==> src/verilog/fcds_params.svh <==
`ifndef FCDS_PARAMS_SVH
`define FCDS_PARAMS_SVH

// channel count and address layout
`define FCDS_NUM_CHAN 4
`define FCDS_CHAN_W 2
`define FCDS_ADDR_W 24
`define FCDS_CNT_W 22
`define FCDS_BANK_W 2
`define FCDS_BANK_LSB 22
`define FCDS_BANK_MSB 23
`define FCDS_CNT_MSB 21

// reset values and counter step
`define FCDS_ADDR_RST 24'h000000
`define FCDS_CNT_RST 22'h000000
`define FCDS_BANK_RST 2'h0
`define FCDS_CHAN_RST 2'h0
`define FCDS_CNT_STEP 22'h000001

`endif

==> src/verilog/fcds_pkg.sv <==
`include "fcds_params.svh"

package fcds_pkg;

   typedef enum logic [2:0] {
      IDLE_WAIT_REQUEST,
      BUS_REQUEST_WAIT,
      MEMORY_ACCESS_STATE,
      ADDRESS_INCREMENT_STATE,
      ADDRESS_WRITEBACK_STATE,
      REPEAT_ACCESS_STATE
   } fcds_seq_t;

   typedef logic [`FCDS_ADDR_W-1:0] fcds_addr_t;
   typedef logic [`FCDS_CHAN_W-1:0] fcds_chan_t;
   typedef logic [`FCDS_NUM_CHAN-1:0] fcds_mask_t;
   typedef logic [`FCDS_CNT_W-1:0] fcds_cnt_t;
   typedef logic [`FCDS_BANK_W-1:0] fcds_bank_t;

   typedef struct packed {
      fcds_seq_t seq;
      fcds_chan_t sel;
      fcds_cnt_t cnt;
      fcds_bank_t bank;
      logic [`FCDS_NUM_CHAN-1:0][`FCDS_ADDR_W-1:0] chanAddr;
      fcds_addr_t rdAddr;
   } fcds_state_t;

endpackage

==> src/verilog/fcds_dma_sequencer.sv <==
`timescale 1ns/1ps
`include "fcds_params.svh"


module fcds_dma_sequencer (
   input wire core_clk,
   input wire reset,
   input wire fcds_pkg::fcds_mask_t chanReq,
   output fcds_pkg::fcds_mask_t chanAck,
   output logic busReq,
   input wire busGrant,
   output logic memReq,
   input wire memDone,
   output fcds_pkg::fcds_cnt_t memAddr,
   output fcds_pkg::fcds_bank_t memBank,
   input wire addrWrEn,
   input wire fcds_pkg::fcds_chan_t addrWrChan,
   input wire fcds_pkg::fcds_addr_t addrWrData,
   input wire fcds_pkg::fcds_chan_t rdChan,
   output fcds_pkg::fcds_addr_t rdAddr,
   output logic busy,
   output fcds_pkg::fcds_chan_t activeChan
);
   import fcds_pkg::*;

   fcds_state_t cur_ff;
   fcds_state_t nxt_ff;

   fcds_mask_t arbOneHot;
   fcds_chan_t arbIdx;
   logic arbAny;
   fcds_mask_t selOneHot;
   fcds_mask_t wbHit;
   fcds_mask_t cpuHit;
   logic inAccess;
   logic selStillReq;

   fcds_prio_arbiter u_arb (
      .req(chanReq),
      .grantOneHot(arbOneHot),
      .grantIdx(arbIdx),
      .anyReq(arbAny)
   );

   // per-channel write strobes for the address registers
   genvar gi;
   generate
      for (gi = 0; gi < `FCDS_NUM_CHAN; gi = gi + 1) begin : g_chan
         assign selOneHot[gi] = (cur_ff.sel == fcds_chan_t'(gi));
         assign wbHit[gi] = selOneHot[gi] && (cur_ff.seq == ADDRESS_WRITEBACK_STATE);
         assign cpuHit[gi] = addrWrEn && (addrWrChan == fcds_chan_t'(gi));
      end
   endgenerate

   assign inAccess = (cur_ff.seq == MEMORY_ACCESS_STATE) ||
                     (cur_ff.seq == REPEAT_ACCESS_STATE);
   assign selStillReq = chanReq[cur_ff.sel];

   always_comb begin
      nxt_ff = cur_ff;
      nxt_ff.rdAddr = cur_ff.chanAddr[rdChan];
      for (int i = 0; i < `FCDS_NUM_CHAN; i = i + 1) begin
         // write-back beats a simultaneous processor load
         if (wbHit[i]) begin
            nxt_ff.chanAddr[i] = {cur_ff.bank, cur_ff.cnt};
         end else if (cpuHit[i]) begin
            nxt_ff.chanAddr[i] = addrWrData;
         end
      end
      case (cur_ff.seq)
         IDLE_WAIT_REQUEST: begin
            if (arbAny) begin
               nxt_ff.sel = arbIdx;
               nxt_ff.seq = BUS_REQUEST_WAIT;
            end
         end
         BUS_REQUEST_WAIT: begin
            if (busGrant) begin
               nxt_ff.cnt = cur_ff.chanAddr[cur_ff.sel][`FCDS_CNT_MSB:0];
               nxt_ff.bank = cur_ff.chanAddr[cur_ff.sel][`FCDS_BANK_MSB:`FCDS_BANK_LSB];
               nxt_ff.seq = MEMORY_ACCESS_STATE;
            end
         end
         MEMORY_ACCESS_STATE: begin
            if (memDone) begin
               nxt_ff.seq = ADDRESS_INCREMENT_STATE;
            end
         end
         ADDRESS_INCREMENT_STATE: begin
            nxt_ff.cnt = cur_ff.cnt + `FCDS_CNT_STEP;
            nxt_ff.seq = ADDRESS_WRITEBACK_STATE;
         end
         ADDRESS_WRITEBACK_STATE: begin
            if (selStillReq) begin
               nxt_ff.seq = REPEAT_ACCESS_STATE;
            end else begin
               nxt_ff.seq = IDLE_WAIT_REQUEST;
            end
         end
         REPEAT_ACCESS_STATE: begin
            if (memDone) begin
               nxt_ff.seq = ADDRESS_INCREMENT_STATE;
            end
         end
         default: begin
            nxt_ff.seq = IDLE_WAIT_REQUEST;
         end
      endcase
   end

   always_ff @(posedge core_clk) begin
      if (reset) begin
         cur_ff.seq <= IDLE_WAIT_REQUEST;
         cur_ff.sel <= `FCDS_CHAN_RST;
         cur_ff.cnt <= `FCDS_CNT_RST;
         cur_ff.bank <= `FCDS_BANK_RST;
         for (int i = 0; i < `FCDS_NUM_CHAN; i = i + 1) begin
            cur_ff.chanAddr[i] <= `FCDS_ADDR_RST;
         end
         cur_ff.rdAddr <= `FCDS_ADDR_RST;
      end else begin
         cur_ff <= nxt_ff;
      end
   end

   // bus is held from the request until the channel is released
   assign busReq = (cur_ff.seq != IDLE_WAIT_REQUEST);
   assign memReq = inAccess;
   assign chanAck = (inAccess && memDone) ? selOneHot : 4'h0;
   assign memAddr = cur_ff.cnt;
   assign memBank = cur_ff.bank;
   assign rdAddr = cur_ff.rdAddr;
   assign busy = busReq;
   assign activeChan = cur_ff.sel;

   a_idle_stays: assert property (@(posedge core_clk) disable iff (reset)
      (cur_ff.seq == IDLE_WAIT_REQUEST && chanReq == 4'h0)
      |=> (cur_ff.seq == IDLE_WAIT_REQUEST && !busReq && !memReq))
      else $error("idle left without a request");

   a_req_to_bus: assert property (@(posedge core_clk) disable iff (reset)
      (cur_ff.seq == IDLE_WAIT_REQUEST && chanReq != 4'h0)
      |=> (cur_ff.seq == BUS_REQUEST_WAIT && busReq))
      else $error("request did not raise bus request");

   a_bus_wait_hold: assert property (@(posedge core_clk) disable iff (reset)
      (cur_ff.seq == BUS_REQUEST_WAIT && !busGrant)
      |=> (cur_ff.seq == BUS_REQUEST_WAIT && busReq && !memReq))
      else $error("bus wait left without grant");

   a_grant_loads: assert property (@(posedge core_clk) disable iff (reset)
      (cur_ff.seq == BUS_REQUEST_WAIT && busGrant)
      |=> (cur_ff.seq == MEMORY_ACCESS_STATE && memReq &&
           memAddr == $past(cur_ff.chanAddr[cur_ff.sel][`FCDS_CNT_MSB:0]) &&
           memBank == $past(cur_ff.chanAddr[cur_ff.sel][`FCDS_BANK_MSB:`FCDS_BANK_LSB])))
      else $error("counter not loaded from channel on grant");

   a_access_hold: assert property (@(posedge core_clk) disable iff (reset)
      (inAccess && !memDone) |=> (inAccess && memReq && $stable(memAddr)))
      else $error("memory access dropped before completion");

   a_done_acks: assert property (@(posedge core_clk) disable iff (reset)
      (inAccess && memDone)
      |-> (chanAck[cur_ff.sel] && $onehot(chanAck))
          ##1 (cur_ff.seq == ADDRESS_INCREMENT_STATE && chanAck == 4'h0))
      else $error("completion not acknowledged to owner");

   a_ack_only_done: assert property (@(posedge core_clk) disable iff (reset)
      (chanAck != 4'h0) |-> (memDone && memReq && $onehot(chanAck)))
      else $error("acknowledge without completion");

   a_incr_by_one: assert property (@(posedge core_clk) disable iff (reset)
      (cur_ff.seq == ADDRESS_INCREMENT_STATE)
      |=> (cur_ff.seq == ADDRESS_WRITEBACK_STATE &&
           memAddr == $past(memAddr) + `FCDS_CNT_STEP && $stable(memBank)))
      else $error("counter not incremented by one");

   a_wb_stores: assert property (@(posedge core_clk) disable iff (reset)
      (cur_ff.seq == ADDRESS_WRITEBACK_STATE)
      |=> (cur_ff.chanAddr[$past(cur_ff.sel)] == $past({cur_ff.bank, cur_ff.cnt})))
      else $error("write-back did not store counter");

   a_wb_to_idle: assert property (@(posedge core_clk) disable iff (reset)
      (cur_ff.seq == ADDRESS_WRITEBACK_STATE && !chanReq[cur_ff.sel])
      |=> (cur_ff.seq == IDLE_WAIT_REQUEST && !busReq))
      else $error("write-back did not return to idle");

   a_wb_repeat: assert property (@(posedge core_clk) disable iff (reset)
      (cur_ff.seq == ADDRESS_WRITEBACK_STATE && chanReq[cur_ff.sel])
      |=> (cur_ff.seq == REPEAT_ACCESS_STATE && busReq && memReq && $stable(activeChan)))
      else $error("repeat request did not reuse the bus");

   a_sel_stable: assert property (@(posedge core_clk) disable iff (reset)
      (cur_ff.seq != IDLE_WAIT_REQUEST) |=> (cur_ff.seq == IDLE_WAIT_REQUEST || $stable(cur_ff.sel)))
      else $error("serviced channel changed mid-service");

   a_prio_pick: assert property (@(posedge core_clk) disable iff (reset)
      (cur_ff.seq == IDLE_WAIT_REQUEST && chanReq[0]) |=> (activeChan == 2'h0))
      else $error("channel zero not preferred");

   a_cpu_load: assert property (@(posedge core_clk) disable iff (reset)
      (addrWrEn && !wbHit[addrWrChan])
      |=> (cur_ff.chanAddr[$past(addrWrChan)] == $past(addrWrData)))
      else $error("processor address load lost");

   // order of states, reset values and per-channel ownership
   a_reset_clears: assert property (@(posedge core_clk)
      reset
      |=> (cur_ff.seq == IDLE_WAIT_REQUEST && !busReq && !memReq && chanAck == 4'h0 &&
           memAddr == `FCDS_CNT_RST && memBank == `FCDS_BANK_RST &&
           activeChan == `FCDS_CHAN_RST))
      else $error("reset did not return the sequencer to idle");

   a_reset_regs: assert property (@(posedge core_clk)
      reset
      |=> (cur_ff.chanAddr == '0 && rdAddr == `FCDS_ADDR_RST))
      else $error("reset did not clear the channel addresses");

   a_idle_quiet: assert property (@(posedge core_clk) disable iff (reset)
      (cur_ff.seq == IDLE_WAIT_REQUEST) |-> (!busReq && !memReq && chanAck == 4'h0))
      else $error("idle drives the bus or memory");

   a_bus_from_idle: assert property (@(posedge core_clk) disable iff (reset)
      (cur_ff.seq == BUS_REQUEST_WAIT)
      |-> ($past(cur_ff.seq) == BUS_REQUEST_WAIT ||
           ($past(cur_ff.seq) == IDLE_WAIT_REQUEST && $past(chanReq) != 4'h0)))
      else $error("bus wait entered without a request");

   a_mem_needs_bus: assert property (@(posedge core_clk) disable iff (reset)
      memReq |-> busReq)
      else $error("memory requested without the bus");

   a_access_from_grant: assert property (@(posedge core_clk) disable iff (reset)
      (cur_ff.seq == MEMORY_ACCESS_STATE)
      |-> ($past(cur_ff.seq) == MEMORY_ACCESS_STATE ||
           ($past(cur_ff.seq) == BUS_REQUEST_WAIT && $past(busGrant))))
      else $error("memory access entered without a grant");

   a_wait_keeps_state: assert property (@(posedge core_clk) disable iff (reset)
      (inAccess && !memDone) |=> $stable(cur_ff.seq))
      else $error("access state left before completion");

   a_inc_after_done: assert property (@(posedge core_clk) disable iff (reset)
      (cur_ff.seq == ADDRESS_INCREMENT_STATE) |-> ($past(inAccess) && $past(memDone)))
      else $error("increment without a completed transfer");

   a_cnt_hold: assert property (@(posedge core_clk) disable iff (reset)
      (cur_ff.seq != BUS_REQUEST_WAIT && cur_ff.seq != ADDRESS_INCREMENT_STATE)
      |=> $stable(memAddr))
      else $error("counter moved outside load or increment");

   a_bank_hold: assert property (@(posedge core_clk) disable iff (reset)
      (cur_ff.seq != BUS_REQUEST_WAIT) |=> $stable(memBank))
      else $error("bank select moved outside the grant");

   a_wb_after_inc: assert property (@(posedge core_clk) disable iff (reset)
      (cur_ff.seq == ADDRESS_WRITEBACK_STATE)
      |-> ($past(cur_ff.seq) == ADDRESS_INCREMENT_STATE))
      else $error("write-back not preceded by increment");

   a_repeat_no_bus: assert property (@(posedge core_clk) disable iff (reset)
      (cur_ff.seq == REPEAT_ACCESS_STATE)
      |-> ($past(cur_ff.seq) == ADDRESS_WRITEBACK_STATE ||
           $past(cur_ff.seq) == REPEAT_ACCESS_STATE))
      else $error("repeat access entered from the wrong state");

   a_repeat_next_addr: assert property (@(posedge core_clk) disable iff (reset)
      (cur_ff.seq == ADDRESS_WRITEBACK_STATE && selStillReq)
      |=> ($stable(memAddr) && $stable(memBank)))
      else $error("repeat did not reuse the incremented counter");

   generate
      for (gi = 0; gi < `FCDS_NUM_CHAN; gi = gi + 1) begin : g_chan_chk
         a_ack_owner: assert property (@(posedge core_clk) disable iff (reset)
            chanAck[gi] |-> (activeChan == fcds_chan_t'(gi) && busReq))
            else $error("acknowledge sent to a channel not in service");

         a_ack_pulse: assert property (@(posedge core_clk) disable iff (reset)
            chanAck[gi] |=> !chanAck[gi])
            else $error("acknowledge longer than one cycle");

         a_addr_keep: assert property (@(posedge core_clk) disable iff (reset)
            (!wbHit[gi] && !cpuHit[gi]) |=> $stable(cur_ff.chanAddr[gi]))
            else $error("channel address changed without a load");

         a_own_prio: assert property (@(posedge core_clk) disable iff (reset)
            (cur_ff.seq == IDLE_WAIT_REQUEST && chanReq[gi] &&
             (chanReq & ~(4'hF << gi)) == 4'h0)
            |=> (activeChan == fcds_chan_t'(gi)))
            else $error("highest-priority request not taken");
      end
   endgenerate

endmodule

==> src/verilog/fcds_prio_arbiter.sv <==
`timescale 1ns/1ps
`include "fcds_params.svh"

module fcds_prio_arbiter (
   input wire fcds_pkg::fcds_mask_t req,
   output fcds_pkg::fcds_mask_t grantOneHot,
   output fcds_pkg::fcds_chan_t grantIdx,
   output logic anyReq
);
   import fcds_pkg::*;

   // channel 0 wins, each lower channel masks all above it
   genvar gi;
   generate
      for (gi = 0; gi < `FCDS_NUM_CHAN; gi = gi + 1) begin : g_prio
         if (gi == 0) begin : g_top
            assign grantOneHot[gi] = req[gi];
         end else begin : g_rest
            assign grantOneHot[gi] = req[gi] & ~(|req[gi-1:0]);
         end
      end
   endgenerate

   assign grantIdx = {grantOneHot[3] | grantOneHot[2], grantOneHot[3] | grantOneHot[1]};
   assign anyReq = |req;

   always_comb begin
      a_grant_onehot: assert final ($onehot0(grantOneHot))
         else $error("arbiter granted more than one channel");
      a_grant_prio: assert final (!req[0] || grantIdx == 2'h0)
         else $error("channel zero request not preferred");
   end

endmodule
==> config.mk <==
export PLATFORM = sky130hd
export DESIGN_NAME = fcds_dma_sequencer
export DESIGN_NICKNAME = d
export VERILOG_FILES = /design/src/verilog/fcds_pkg.sv /design/src/verilog/fcds_dma_sequencer.sv /design/src/verilog/fcds_prio_arbiter.sv
export VERILOG_INCLUDE_DIRS = /design/src /design/src/verilog
export SDC_FILE = /design/constraint.sdc
export NUM_CORES = 1
export LEC_CHECK = 0
export BUFFER_PORTS_ARGS = -buffer_cell sky130_fd_sc_hd__clkbuf_2
export CORE_UTILIZATION = 25
export CTS_CLUSTER_DIAMETER = 150
export DETAILED_ROUTE_END_ITERATION = 10
export HOLD_SLACK_MARGIN = 0.06
export PLACE_DENSITY = 0.41
export SLEW_MARGIN = 0
export SYNTH_ARGS = -nofsm -noshare
export SYNTH_HDL_FRONTEND = slang
export SYNTH_SLANG_ARGS = --single-unit
==> constraint.sdc <==
create_clock -name core_clk -period 2.3 [get_ports core_clk]
set_clock_uncertainty 0.1 [all_clocks]
set_input_delay 0.46 -clock core_clk [delete_from_list [all_inputs] [get_ports core_clk]]
set_output_delay 0.46 -clock core_clk [all_outputs]
set_load 0.05 [all_outputs]
==> results.md <==
* Hold buffer count at CTS at 0
* First-pass GRT wire length at a little over 40,000 um
* Pin count of the biggest net entering global routing at 80
* Synthesized instance count at between 800 and 900
* Crit. End Element: output port
* Most common cell after layout, fill and taps aside: dfxtp_1
* Max clock buf depth at 2
* CTS tree: built
* Post-CTS setup buffers at 0
* Iteration count of the initial detailed-routing pass at 4
* Worst min-delay path category: in2reg
* GRT Total Usage at between 15 and 20%
* Final worst path period need at around 2200 ps
* Drt via density at just under 5
* TritonCTS Buffers at 17
* Top FF cell, synth: dfxtp_1
* Yosys warning total at 0
* CP max FO at 7
* Fmax at 450 MHz
* Initial Util at between 20% and 30%
* Final ANT Viol Nets at 0
* Layout Nets at a little over 900
* Async SR Flop Fraction at 0%
* Area of the multi-input gates at about 4600 um^2
* Max-slew headroom at between 50% and 60%
* Clk pin slew, worst setup/hold paths at 70 ps
* Initial DRC count at between 300 and 400
* CP Launch Type: flip-flop
* Clock Root Buffer: clkbuf_16
* Routability Congestion at between 0.7 and 0.8
* Final core utilization at between 30% and 40%
* Mapped Area at approximately 8400 um^2
* EDFF count, synth at 0
* Fraction of layout cells with a size suffix above 1 at roughly 28%
* Detailed Route WL at between 20,000 and 30,000 um
* DRC violations left at 0
* Final setup viols at 0
* H-Tree Depth at 4
* Slew Limit Fails at 0
* Via count at roughly 6,600
* Std cell rows at 66
* Status: finished clean
* Grt total ovfl at 0
* Port bufs at 93
* Register area at approximately 3000 um^2
* Worst skew pair latency at 430 ps
* Period utilization at between 90% and 100%
* Arrival time at the worst endpoint at about 1700 ps
* Area Growth Syn to Fin at 17.7%
* Core area at ~33,000 um^2
* Avg Cell Area, Syn at around 9.7 um^2
* Ant. Diodes at 0
* Synth Register Bits at ~150
* Fillers at ~3,500
* WP data required at 1740 ps
* Die Ht at roughly 180 um
* Power per Cell Area at about 700 nW/um^2
* Leak Pwr at about 4.1 nW
* RSZ-0062 raised after global routing: no
* Die X-Extent at ~180 um
* Commonest non-fill, non-tap cells in the layout: dfxtp_1 (145), nor2_1 (118), a211oi_1 (100)
* Final Hold Viols at 0
* Sequential fraction of the synthesis area at between 30% and 40%
* # Max-Cap Violations at 0
* Crit path kind: reg2out
* Initial antenna violation count at 0
* Routed len/inst at 19.2 um
* Vias in the first global route at 6,750
* Netlist cell types at 60
* Peak VDD IR at 0.000518 V
* Setup TNS at 0 ps
* Dpl hpwl at approximately 17,000 um
* Syn nets at 903
* Slew @ Worst Pin at around 600 ps
* Num Clock Sinks at around 150
* I/O pin count at 94
* Die area at 34,200 um^2
==> cell usage after synthesis (2+ instances only) <==
cell type | count | share of area (%)
nor4b_1 | 2 | 0.21
or2_2 | 2 | 0.15
a41oi_1 | 2 | 0.21
a221oi_1 | 3 | 0.31
and3_1 | 2 | 0.15
nand3_1 | 12 | 0.72
a22oi_1 | 3 | 0.27
mux2_2 | 2 | 0.27
buf_4 | 56 | 5.0
mux2i_1 | 98 | 12
a21oi_1 | 17 | 1.0
a31o_2 | 2 | 0.21
a211oi_1 | 100 | 9.0
nor2_1 | 120 | 5.4
dfxtp_1 | 149 | 36
a211o_1 | 3 | 0.31
nor3_1 | 8 | 0.48
buf_6 | 3 | 0.40
mux4_2 | 49 | 13
nor3b_1 | 3 | 0.27
inv_1 | 11 | 0.49
nand2_1 | 25 | 1.1
nor4_1 | 8 | 0.60
a32oi_1 | 3 | 0.31
o21ai_0 | 16 | 0.96
o211ai_1 | 3 | 0.27
buf_2 | 27 | 1.6
buf_1 | 7 | 0.31
clkbuf_1 | 51 | 2.3
nand4_1 | 4 | 0.30
nand3b_1 | 5 | 0.45
and2_1 | 28 | 2.1
xnor2_1 | 2 | 0.21
o31ai_1 | 3 | 0.27
a31oi_1 | 5 | 0.37
o311ai_0 | 2 | 0.21
a21o_1 | 3 | 0.27
a311oi_1 | 4 | 0.42
==> per-stage QoR <==
stage                     cell area [um^2]  power, mW  hold WS, ps  setup WS, ps  std cells
after detailed placement              9180       3.93          449           220       1313
after CTS                             9820       6.99          204          7.58       1344
after global placement                9180       3.93          446           247       1313
final                                 9850       6.89          219          77.5       1344
after global routing                  9850       7.20          207          1.45       1344
after floorplan                       8410       3.62          388          46.1        865
==> flip-flops by register name, summed over array words and instances, names as in the netlist <==
name,flops
memAddr,22
cur_ff,99
memBank,2
activeChan,2
rdAddr,24
==> cells by family (layout without fill, tap and decap cells) <==
family / count (synthesis) / in the layout / synth area share (%)
xor+xnor: 2 / 2 / 0.209
buf+inv: 155 / 192 / 10.1
fa+ha+maj: 1 / 1 / 0.150
compound gates: 181 / 181 / 15.7
flops: 149 / 149 / 35.7
simple gates: 228 / 228 / 12.9
mux: 149 / 149 / 25.2
==> worst paths after layout <==
path / slack (ps) / startpoint / to / cells past startpoint
setup / recovery: 80 / cur_ff[146]$_SDFFE_PP0P_ / chanAck[2] / 5
hold / removal: 220 / memDone / cur_ff[146]$_SDFFE_PP0P_ / 3
setup reg to reg: 300 / cur_ff[147]$_SDFFE_PP0P_ / cur_ff[75]$_SDFFE_PP0P_ / 7
hold reg to reg: 450 / memBank[1]$_SDFFE_PP0P_ / memBank[1]$_SDFFE_PP0P_ / 2
==> where the power goes <==
part | internal, mW | switching, mW
sequential | 2.70 | 0.0995
combinational | 0.427 | 0.651
clock | 1.84 | 1.18
total | 4.96 | 1.93
==> metal layers <==
metal	vias to the layer above	track usage, %	share of wire (%)
met5	-	0	0
met4	0	3.67	0.86
met3	18	2.91	3.9
met2	121	25.9	48
met1	3258	21.6	48
li1	3205	-	-
==> worst max-delay path, stage by stage (launching register included) <==
cell     delay, ps
dfxtp_4        400
nor2b_4        170
a22o_4         120
nand2_2        130
nor3b_4        240
buf_8          170
==> final cells by class <==
type	instances	area share, %
Inverter	11	0.419
Timing Repair Buffer	150	10.3
Clock inverter	12	1.83
Clock buffer	19	4.50
Sequential cell	149	30.4
Tap cell	442	5.62
Multi-Input combinational cell	561	47.0
==> what timing repair did <==
item / CTS / global route
pin swaps: 0 / 1
resized for setup: 7 / 12
endpoints found under the setup margin: 4 / 6
No activity file was read; power rests on OpenSTA's default activity.
